**config.mk**
```make
export PLATFORM = sky130hd
export DESIGN_NAME = sac_ctrl
export DESIGN_NICKNAME = d
export VERILOG_FILES = /design/src/sac_pkg.sv /design/src/sac_ctrl.sv
export SDC_FILE = /design/constraint.sdc
export NUM_CORES = 1
export LEC_CHECK = 0
export BUFFER_PORTS_ARGS = -buffer_cell sky130_fd_sc_hd__buf_2
export CAP_MARGIN = 10
export CORE_MARGIN = 4
export CORE_UTILIZATION = 53
export DETAILED_ROUTE_END_ITERATION = 8
export PLACE_DENSITY = 0.75
export SYNTH_ARGS = -nofsm -noshare
export SYNTH_HDL_FRONTEND = slang
export SYNTH_SLANG_ARGS = --single-unit
```
**constraint.sdc**
```tcl
create_clock -name core_clk_in -period 1.91 [get_ports core_clk_in]
set_input_delay 0.191 -clock core_clk_in [delete_from_list [all_inputs] [get_ports core_clk_in]]
set_output_delay 0.191 -clock core_clk_in [all_outputs]
set_load 0.005 [all_outputs]
```
**src/sac_pkg.sv**
```systemverilog
/*
  sac_pkg: constants and carrier types for the converter control block.
  Assumes a single 100 MHz core clock; the converter clock is an enable pulse.
*/
package sac_pkg;
  localparam int RES_BITS       = 10;
  localparam int BUS_BITS       = 8;
  localparam int CLK_PER_BIT    = 8;
  localparam int CORE_PERIOD_NS = 10;
  localparam int CONV_DIV       = 4;
  localparam int ONESHOT_NS     = 400;
  localparam int ONESHOT_CYC    = (ONESHOT_NS + CORE_PERIOD_NS - 1) / CORE_PERIOD_NS;
  localparam int LO_PAD_BITS    = BUS_BITS - 2;
  localparam logic [9:0] RESULT_ZERO = 10'h000;

  typedef struct packed {
    logic sel_n;
    logic rd_n;
    logic wr_n;
  } sac_strobe_type;

  typedef struct packed {
    logic [7:0] data;
    logic       oe;
  } sac_bus_out_type;
endpackage

```
**src/sac_ctrl.sv**
```systemverilog
/*
  sac_ctrl: digital sequencing of a 10-bit successive-approximation converter
  behind a select/read/write strobe port.
  Assumes strobes come from pins (synchronised here) and comparator from analog.
*/
`timescale 1ns/1ns
module sac_ctrl
  import sac_pkg::*;
#(
  parameter int DIV = CONV_DIV
)
(
  // clock and reset
  input  wire logic              core_clk_in,
  input  wire logic              rst_n_in,
  // host strobes
  input  wire logic              sel_n_in,
  input  wire logic              rd_n_in,
  input  wire logic              wr_n_in,
  // analog side
  input  wire logic              comp_high_in,
  input  wire logic              neg_ge_pos_in,
  output logic [RES_BITS-1:0]    dac_code_out,
  // host outputs
  output logic [BUS_BITS-1:0]    data_bus_out,
  output logic                   data_bus_oe_out,
  output logic                   conversion_done_n_out
);
  // the divider counter is eight bits wide
  if (DIV < 2 || DIV > 256)
  begin : g_div_check
    $error("DIV must lie between 2 and 256");
  end

  // ------------------------------------------------------------
  // pin synchronisers and converter clock divider
  // ------------------------------------------------------------
  sac_strobe_type s1, s2, s3, next_s1, filt, next_filt;
  logic [7:0] div_cnt, next_div_cnt;
  logic       conv_tick;

  always_comb
  begin
    next_s1 = '{sel_n: sel_n_in, rd_n: rd_n_in, wr_n: wr_n_in};
    // majority of stages two, three and the held level: a lone stage cannot flip it
    next_filt = (s2 & s3) | ((s2 | s3) & filt);
    next_div_cnt = (div_cnt == 8'(DIV - 1)) ? 8'h00 : div_cnt + 8'h01;
  end

  always_ff @(posedge core_clk_in)
  begin
    if (!rst_n_in)
    begin
      s1 <= '1;
      s2 <= '1;
      s3 <= '1;
      filt <= '1;
      div_cnt <= 8'h00;
    end
    else
    begin
      s1 <= next_s1;
      s2 <= s1;
      s3 <= s2;
      filt <= next_filt;
      div_cnt <= next_div_cnt;
    end
  end

  assign conv_tick = (div_cnt == 8'h00);
  // filt only takes a new level once stages two and three agree
  logic start_cond, read_cond;
  assign start_cond = !filt.sel_n && !filt.wr_n;
  assign read_cond  = !filt.sel_n && !filt.rd_n;

  // ------------------------------------------------------------
  // sequencing: start flag, timing and bit shift registers
  // ------------------------------------------------------------
  logic                start_flag, next_start_flag;
  logic [2:0]          timing, next_timing;
  logic [RES_BITS-1:0] seq, next_seq;
  logic [RES_BITS-1:0] trial;
  logic [RES_BITS-1:0] approx, next_approx;
  logic [RES_BITS-1:0] latch, next_latch;
  logic                result_transfer, next_result_transfer;

  always_comb
  begin
    next_start_flag = start_flag;
    next_timing     = timing;
    next_seq        = seq;
    next_approx     = approx;
    next_latch      = latch;
    next_result_transfer       = 1'b0;
    // one-hot trial bit: token in stage i tests result bit RES_BITS-1-i
    for (int i = 0; i < RES_BITS; i++)
    begin
      trial[RES_BITS-1-i] = seq[i];
    end
    if (start_cond)
    begin
      next_start_flag = 1'b1;
      next_timing     = 3'h0;
      next_seq        = '0;
      next_approx     = '0;
    end
    else if (conv_tick)
    begin
      if (start_flag)
      begin
        // release the flag only once the set condition is gone
        next_start_flag = 1'b0;
        next_seq        = {{(RES_BITS-1){1'b0}}, 1'b1};
        next_approx     = {1'b1, {(RES_BITS-1){1'b0}}};
        next_timing     = 3'h0;
      end
      else if (seq != '0)
      begin
        next_timing = timing + 3'h1;
        if (timing == 3'(CLK_PER_BIT - 1))
        begin
          next_seq = seq << 1;
          // keep the trial bit only while the input exceeds the trial level
          if (!comp_high_in || neg_ge_pos_in)
            next_approx = approx & ~trial;
          // the next lower bit becomes the new trial; none follows the lsb
          next_approx = next_approx | (trial >> 1);
          if (seq[RES_BITS-1])
          begin
            next_seq  = '0;
            next_result_transfer = 1'b1;
          end
        end
      end
    end
    if (result_transfer)
      next_latch = approx;
  end

  always_ff @(posedge core_clk_in)
  begin
    if (!rst_n_in)
    begin
      start_flag <= 1'b0;
      timing <= 3'h0;
      seq <= '0;
      approx <= RESULT_ZERO;
      latch <= RESULT_ZERO;
      result_transfer <= 1'b0;
    end
    else
    begin
      start_flag <= next_start_flag;
      timing <= next_timing;
      seq <= next_seq;
      approx <= next_approx;
      latch <= next_latch;
      result_transfer <= next_result_transfer;
    end
  end

  // ------------------------------------------------------------
  // completion flag, one-shot, read port
  // ------------------------------------------------------------
  logic [7:0] shot, next_shot;
  logic       done, next_done;
  logic       hi_sel, next_hi_sel;
  logic       read_prev, next_read_prev;
  sac_bus_out_type next_bus;

  always_comb
  begin
    next_shot      = (shot != 8'h00) ? shot - 8'h01 : 8'h00;
    next_done      = done;
    next_hi_sel    = hi_sel;
    next_read_prev = read_cond;
    if (result_transfer)
      next_shot = 8'(ONESHOT_CYC);
    if (read_cond || start_cond)
      next_done = 1'b0;
    if (next_shot != 8'h00)
      next_done = 1'b1;
    if (result_transfer)
      next_hi_sel = 1'b1;
    else if (read_prev && !read_cond)
      next_hi_sel = !hi_sel;
    next_bus.oe   = read_cond;
    next_bus.data = hi_sel ? latch[9:2] : {latch[1:0], {LO_PAD_BITS{1'b0}}};
  end

  always_ff @(posedge core_clk_in)
  begin
    if (!rst_n_in)
    begin
      shot <= 8'h00;
      done <= 1'b0;
      hi_sel <= 1'b1;
      read_prev <= 1'b0;
      data_bus_out <= '0;
      data_bus_oe_out <= 1'b0;
      conversion_done_n_out <= 1'b1;
      dac_code_out <= '0;
    end
    else
    begin
      shot <= next_shot;
      done <= next_done;
      hi_sel <= next_hi_sel;
      read_prev <= next_read_prev;
      data_bus_out <= next_bus.data;
      data_bus_oe_out <= next_bus.oe;
      conversion_done_n_out <= !next_done;
      dac_code_out <= next_approx;
    end
  end

  // ------------------------------------------------------------
  // checks
  // ------------------------------------------------------------
  property p_hold_reset;
    @(posedge core_clk_in) disable iff (!rst_n_in) start_cond |=> (seq == '0);
  endproperty
  a_hold_reset: assert property (p_hold_reset) else $error("seq not held");

  property p_done_pulse;
    @(posedge core_clk_in) disable iff (!rst_n_in) result_transfer |=> ##1 !conversion_done_n_out [*8];
  endproperty
  a_done_pulse: assert property (p_done_pulse) else $error("done pulse short");

  property p_oe;
    @(posedge core_clk_in) disable iff (!rst_n_in) data_bus_oe_out == $past(read_cond);
  endproperty
  a_oe: assert property (p_oe) else $error("oe mismatch");

  property p_flag_hold;
    @(posedge core_clk_in) disable iff (!rst_n_in) start_cond |=> start_flag;
  endproperty
  a_flag_hold: assert property (p_flag_hold) else $error("start flag lost");

  property p_start;
    @(posedge core_clk_in) disable iff (!rst_n_in) $fell(start_flag) |-> seq == 10'h001;
  endproperty
  a_start: assert property (p_start) else $error("first stage empty");

  property p_msb;
    @(posedge core_clk_in) disable iff (!rst_n_in) $fell(start_flag) |-> approx == 10'h200;
  endproperty
  a_msb: assert property (p_msb) else $error("msb not first");

  property p_latch;
    @(posedge core_clk_in) disable iff (!rst_n_in) result_transfer |=> latch == $past(approx);
  endproperty
  a_latch: assert property (p_latch) else $error("latch miss");

  property p_hibyte;
    @(posedge core_clk_in) disable iff (!rst_n_in)
      read_cond && hi_sel && !result_transfer |=> data_bus_out == latch[9:2];
  endproperty
  a_hibyte: assert property (p_hibyte) else $error("high byte wrong");

  c_conv: cover property (@(posedge core_clk_in) result_transfer);
  c_read: cover property (@(posedge core_clk_in) read_cond && !hi_sel);
  c_abort: cover property (@(posedge core_clk_in) start_cond && seq != '0);
endmodule // sac_ctrl

```
=== After elaboration in Yosys (flattened, before gate mapping) ===
Index checks and enable logic that the tools add are counted.

* Output and inout port bits: 20
* Logic and storage cells: 91
* ROM bits: 0
* Memories: 0
* Flip-flop bits (word level): 75
* Memory bits (writable): 0
* Input bits: 7
* Bits in latches: 0

* $lt $le $gt $ge: 0
* Muxes and demuxes: 23
* Shift-type cells: 0
* Equality and inequality tests: 2
* Div/mod/pow operators: 0
* Reductions and logical operators: 26
* Multiply operators: 0
* Bitwise operators: 11
* Add/sub/neg operators: 3

{| class="wikitable"
|+ Operators by type and width
! cell !! count
|-
| two-way mux 10 bit || 13
|-
| two-way mux 8 bit || 3
|-
| nonzero test 8 bit || 2
|-
| AND 10 bit || 1
|-
| NOT 10 bit || 1
|-
| OR 10 x 9 -> 10 bit || 1
|-
| nonzero test 10 bit || 1
|-
| adder 8 x 1 -> 8 bit, second input constant || 1
|-
| == test 8 x 2 -> 1 bit, second input constant || 1
|-
| zero test 8 bit || 1
|-
| subtractor 8 x 1 -> 8 bit, second input constant || 1
|-
| zero test 1 bit || 7
|-
| AND 3 bit || 2
|-
| two-way mux 3 bit || 2
|-
| OR 3 bit || 2
|-
| nonzero test 2 bit || 3
|-
| OR reduction 2 bit || 3
|-
| OR reduction 6 bit || 1
|-
| two-way mux 1 bit || 5
|-
| NOT 1 bit || 4
|-
| AND reduction 2 bit || 2
|-
| adder 3 x 1 -> 3 bit, second input constant || 1
|-
| == test 3 bit, second input constant || 1
|-
| logical AND 1 bit || 3
|-
| 2 further kinds || 3
|}

=== Longest topological paths before layout ===
* Word-level depth: 12
* Mapped depth: 7
* Mapped depth without buffers: 6

=== Worst setup path before layout ===
OpenSTA, ideal clock, no wires.

* Path kind: register to register
* Start: reg timing[0]
* End: reg seq[4]
* Setup time: 0.071 ns
* Setup slack: 0.123 ns
* Data arrival time: 1.716 ns
* Cell stages (with the launch flop): 7
* Path through: dfxtp_1 ha_1 ha_1 or3b_2 nor3_1 a22oi_1 a21oi_1

* Word-level cells in the longest chain between the ends: 3

{| class="wikitable"
|+ Ends and longest elaborated chain
! what !! line !! RTL
|-
| from (decl) || sac_ctrl.sv:80 || <nowiki>logic [2:0] timing, next_timing;</nowiki>
|-
| from (signal assigned) || sac_ctrl.sv:154 || <nowiki>timing <= next_timing;</nowiki>
|-
| == test 3 bit || sac_ctrl.sv:120 || <nowiki>if (timing == 3'(CLK_PER_BIT - 1))</nowiki>
|-
| nonzero test 2 bit (no line) || -- ||
|-
| AND reduction 3 bit (no line) || -- ||
|-
| to (signal assigned) || sac_ctrl.sv:155 || <nowiki>seq <= next_seq;</nowiki>
|-
| to (decl) || sac_ctrl.sv:81 || <nowiki>logic [RES_BITS-1:0] seq, next_seq;</nowiki>
|}

Every way passes these cells.
A chain may end at the register's enable or synchronous reset.

=== Worst setup path in the final report ===
* Start: reg timing[0]
* End: reg dac_code_out[8]

* Word-level cells in the longest chain between the ends: 3

{| class="wikitable"
|+ Ends and longest elaborated chain
! what !! line !! RTL
|-
| == test 3 bit || sac_ctrl.sv:120 ||
|-
| nonzero test 2 bit (no line) || -- ||
|-
| AND reduction 3 bit (no line) || -- ||
|-
| to (signal assigned) || sac_ctrl.sv:213 || <nowiki>dac_code_out <= next_approx;</nowiki>
|-
| to (decl) || sac_ctrl.sv:23 || <nowiki>output logic [RES_BITS-1:0] dac_code_out,</nowiki>
|}

Every way passes these cells.

==> out/metrics.cfg <==
[cts]
hold_buffers = 0
cts.repair.resized = 0
worst_setup_hold_path_clk_slew_ns = 0.07
cts_root_buf = sky130_fd_sc_hd__clkbuf_8
count_of_buffers_added_by_post_cts_timing_repair_for_setup = 0
clock_sink_count = 75
cts_buffers = 9
clk_path_buf_depth = 2
htreeDepth = 3
tritoncts = done
insertion_delay_ns = 0.35

[timing]
slew_margin_rel = 0.692
final_critical_path_setup_slack_ns = 0.0895
finalSetupViolations = 0
finalSetupTns_ns = 0
finalWorstPathRequiredPeriod_ns = 1.82
final_hold_viol_count = 0
worst_slew_pin_slew_ns = 0.460
hold_slack_ns = 0.0297
finalMaxSlewViolations = 0
skew_ns = 0.00990
final.period_utilization = 0.953
timing.fmax_mhz = 549

[synth]
synth_fp_nets = 333
synth_sequential_area_ratio = 0.488
count_of_flip_flops_with_a_built_in_enable_after_synthesis = 0
syn_avg_cell_area_um2 = 9.61
yosys.area.top_type = sky130_fd_sc_hd__dfxtp_1
ys.flop_type = sky130_fd_sc_hd__dfxtp_1
synth_top_cell_area_share = 0.488
yosys-top-cells-area = sky130_fd_sc_hd__dfxtp_1, sky130_fd_sc_hd__mux2i_1, sky130_fd_sc_hd__nor2_1
synth-seq-cells = 75
yosysWarningCount = 0
post_synth_inst_count = 320
ys_types = 47
asyncSetResetFlopFracSynth = 0
synthesized_cell_area_um2 = 3080

[setup_path]
critical_path.n_buffers_inverters = 2
critPathArrivalTime_ns = 2.10
worst_r2r_dst = dac_code_out[8]
critical-path-top-delay-family = simple AND/OR/NAND/NOR gates
timing.critical_path.slowest_cell_delay_ns = 0.41
category_of_the_worst_setup_path_launch_point = flip-flop
critical_path_peak_fanout = 9
worstReg2RegStart = timing[0]
crit_slowest_cell = sky130_fd_sc_hd__or4_1
cp_data_required_time_ns = 2.19
cp_capture_type = flip-flop
setup.worst_path.class = flip-flop to flip-flop
number_of_cells_on_the_worst_reg_to_reg_path = 7
critical_path.cell_chain = ha_1 > ha_2 > inv_1 > a41o_1 > or4_1 > buf_4 > o21ai_2
reg2reg_slack_ns = 0.09

[grt]
grt_util_met1 = 0.225
grtUsageTotal = 0.180
antenna_found_initial = 0
grt_pass1_wl_um = 10500
grt-ovfl-total = 0
largest_net_degree_at_the_start_of_global_routing = 29
vias_in_the_first_global_route = 2285
grt_use_met3 = 0.0324
use_met2 = 0.299
routing_layer_with_the_top_usage_in_global_route = met2

[hold_path]
hp-class = input port to flip-flop
timing.hold.worst.start = sel_n_in
holdPathEnd = s1[2]
min_path_cells = 2

[drt]
drt_iter0_drc = 166
ant_nets = 0
avg_wl_per_cell_um = 14.0
wl_um = 6090
number_of_detailed_route_iterations_in_the_first_pass = 4
drcViolationCount = 0
post_drt_via_cell_ratio = 5.50
vias = 2398

[floorplanning]
dieHeight_um = 84.2
floorplan.rows = 27
die_area_um2 = 7090
design.portCount = 27
die_width_um = 84.2
floorplan.initialDensity = 0.552
core-area_um2 = 5570

[place]
dpl.hpwl_um = 4210
dp.cells = 420
globalplace.congestion = 0.824
buffer_ports.inserted = 26
dpl_cell_area_um2 = 3360
pre_cts_ws_ns = 0.108

[finish]
layout.filler_cells = 478
number_of_nets_in_the_layout = 372
area_growth_syn_to_layout_pct = 17.6
diodes = 0
post-route-cell-area_um2 = 3620
final_cells = 436
layout-drive-gt1-share = 0.231

[pwr]
power.leakage_uw = 0.00143
power_density_nw_per_um2 = 1050
irDropWorstVdd_v = 0.000787

[run_status]
result_of_the_run = finished clean

[flow_run]
maximum_capacitance_violations = 0

-- power by group --
part           switching [uW]  internal, uW  leakage [uW]
clock                     581           771      0.000108
combinational             367           328      0.000711
sequential               85.8          1660      0.000609
total                    1030          2760       0.00143
-- kinds of logic (layout without fill, tap and decap cells) --
kind of cell             Yosys count  count (layout)  synth area share
AND/OR/NAND/NOR                  116             116             0.214
flip-flops                        75              75             0.488
AO/OA/AOI/OAI                     68              68             0.155
buffers and inverters             29              73            0.0378
multiplexers                      15              15            0.0500
XOR/XNOR                          11              11            0.0313
adder cells (fa/ha/maj)            6               6            0.0244
-- worst max path at each step --
stage | slack [ns] | cells past startpoint | endpoint | start
after CTS | 0.09 | 6 | done | shot[1]
after detailed placement | 0.11 | 6 | done | shot[1]
after floorplan | 0.12 | 6 | seq[4] | timing[0]
after global placement | 0.14 | 7 | seq[5] | div_cnt[0]
after global routing | -0.03 | 7 | dac_code_out[2] | timing[0]
final | 0.09 | 7 | dac_code_out[8] | timing[0]
-- placed cells by master, fill, tap and decap left out, types with 3 or more instances in the layout --
cell,synthesis,layout
sky130_fd_sc_hd__a21oi_1,15,14
sky130_fd_sc_hd__a22oi_1,6,6
sky130_fd_sc_hd__a311oi_1,7,7
sky130_fd_sc_hd__a32o_1,3,3
sky130_fd_sc_hd__and3_1,11,11
sky130_fd_sc_hd__buf_2,0,26
sky130_fd_sc_hd__buf_4,0,17
sky130_fd_sc_hd__clkbuf_8,0,10
sky130_fd_sc_hd__dfxtp_1,75,75
sky130_fd_sc_hd__ha_1,6,5
sky130_fd_sc_hd__inv_1,14,14
sky130_fd_sc_hd__mux2_2,3,3
sky130_fd_sc_hd__mux2i_1,12,12
sky130_fd_sc_hd__nand2_1,8,8
sky130_fd_sc_hd__nand2b_1,13,13
sky130_fd_sc_hd__nand3_1,10,10
sky130_fd_sc_hd__nand4b_1,3,3
sky130_fd_sc_hd__nor2_1,29,29
sky130_fd_sc_hd__nor2b_1,17,17
sky130_fd_sc_hd__nor3_1,6,6
sky130_fd_sc_hd__o211ai_1,3,3
sky130_fd_sc_hd__o21ai_0,14,13
sky130_fd_sc_hd__o21ai_2,8,8
sky130_fd_sc_hd__o31a_1,3,3
sky130_fd_sc_hd__xor2_1,9,9
-- layer usage --
| layer | part of all wire | vias to the layer above |
|---|---|---|
| met5 | 0 | - |
| met4 | 0.017 | 0 |
| met3 | 0.041 | 11 |
| met2 | 0.49 | 43 |
| met1 | 0.46 | 1136 |
| li1 | - | 1208 |
-- sequential cells by signal (all words and copies together), names as in the netlist, 3 cells and up --
signal / count
filt: 3
shot: 8
div_cnt: 8
s1: 3
latch: 10
seq: 10
s3: 3
timing: 3
data_bus_out: 8
dac_code_out: 10
s2: 3
-- per-stage QoR --
stage	utilization	power, uW
5_1_grt	0.649	3980
3_5_place_dp	0.603	2440
6_report	0.649	3790
3_3_place_gp	0.603	2420
4_1_cts	0.643	3790
2_1_floorplan	-	2250
-- cells in the mapped netlist, types with 2 or more instances --
master                     count
sky130_fd_sc_hd__dfxtp_1      75
sky130_fd_sc_hd__nor2_1       29
sky130_fd_sc_hd__nor2b_1      17
sky130_fd_sc_hd__a21oi_1      15
sky130_fd_sc_hd__inv_1        14
sky130_fd_sc_hd__o21ai_0      14
sky130_fd_sc_hd__nand2b_1     13
sky130_fd_sc_hd__clkbuf_1     12
sky130_fd_sc_hd__mux2i_1      12
sky130_fd_sc_hd__and3_1       11
sky130_fd_sc_hd__nand3_1      10
sky130_fd_sc_hd__xor2_1        9
sky130_fd_sc_hd__nand2_1       8
sky130_fd_sc_hd__o21ai_2       8
sky130_fd_sc_hd__a311oi_1      7
sky130_fd_sc_hd__a22oi_1       6
sky130_fd_sc_hd__ha_1          6
sky130_fd_sc_hd__nor3_1        6
sky130_fd_sc_hd__a32o_1        3
sky130_fd_sc_hd__mux2_2        3
sky130_fd_sc_hd__nand4b_1      3
sky130_fd_sc_hd__nor4_1        3
sky130_fd_sc_hd__o211ai_1      3
sky130_fd_sc_hd__o31a_1        3
sky130_fd_sc_hd__a31oi_1       2
sky130_fd_sc_hd__and2_1        2
sky130_fd_sc_hd__buf_1         2
sky130_fd_sc_hd__nand4_1       2
sky130_fd_sc_hd__nor3b_1       2
sky130_fd_sc_hd__or3b_2        2
sky130_fd_sc_hd__xnor2_1       2
-- area by class of cell --
type | instances | area [um2] | area share
flip-flops and latches | 75 | 1500 | 0.415
clock buffers | 10 | 138 | 0.0380
well taps | 72 | 90.1 | 0.0249
repair buffers | 43 | 258 | 0.0713
multi-input cells | 216 | 1490 | 0.412
clock inverters | 6 | 88.8 | 0.0246
inverters | 14 | 52.6 | 0.0145
No activity file was read; power rests on OpenSTA's default activity.
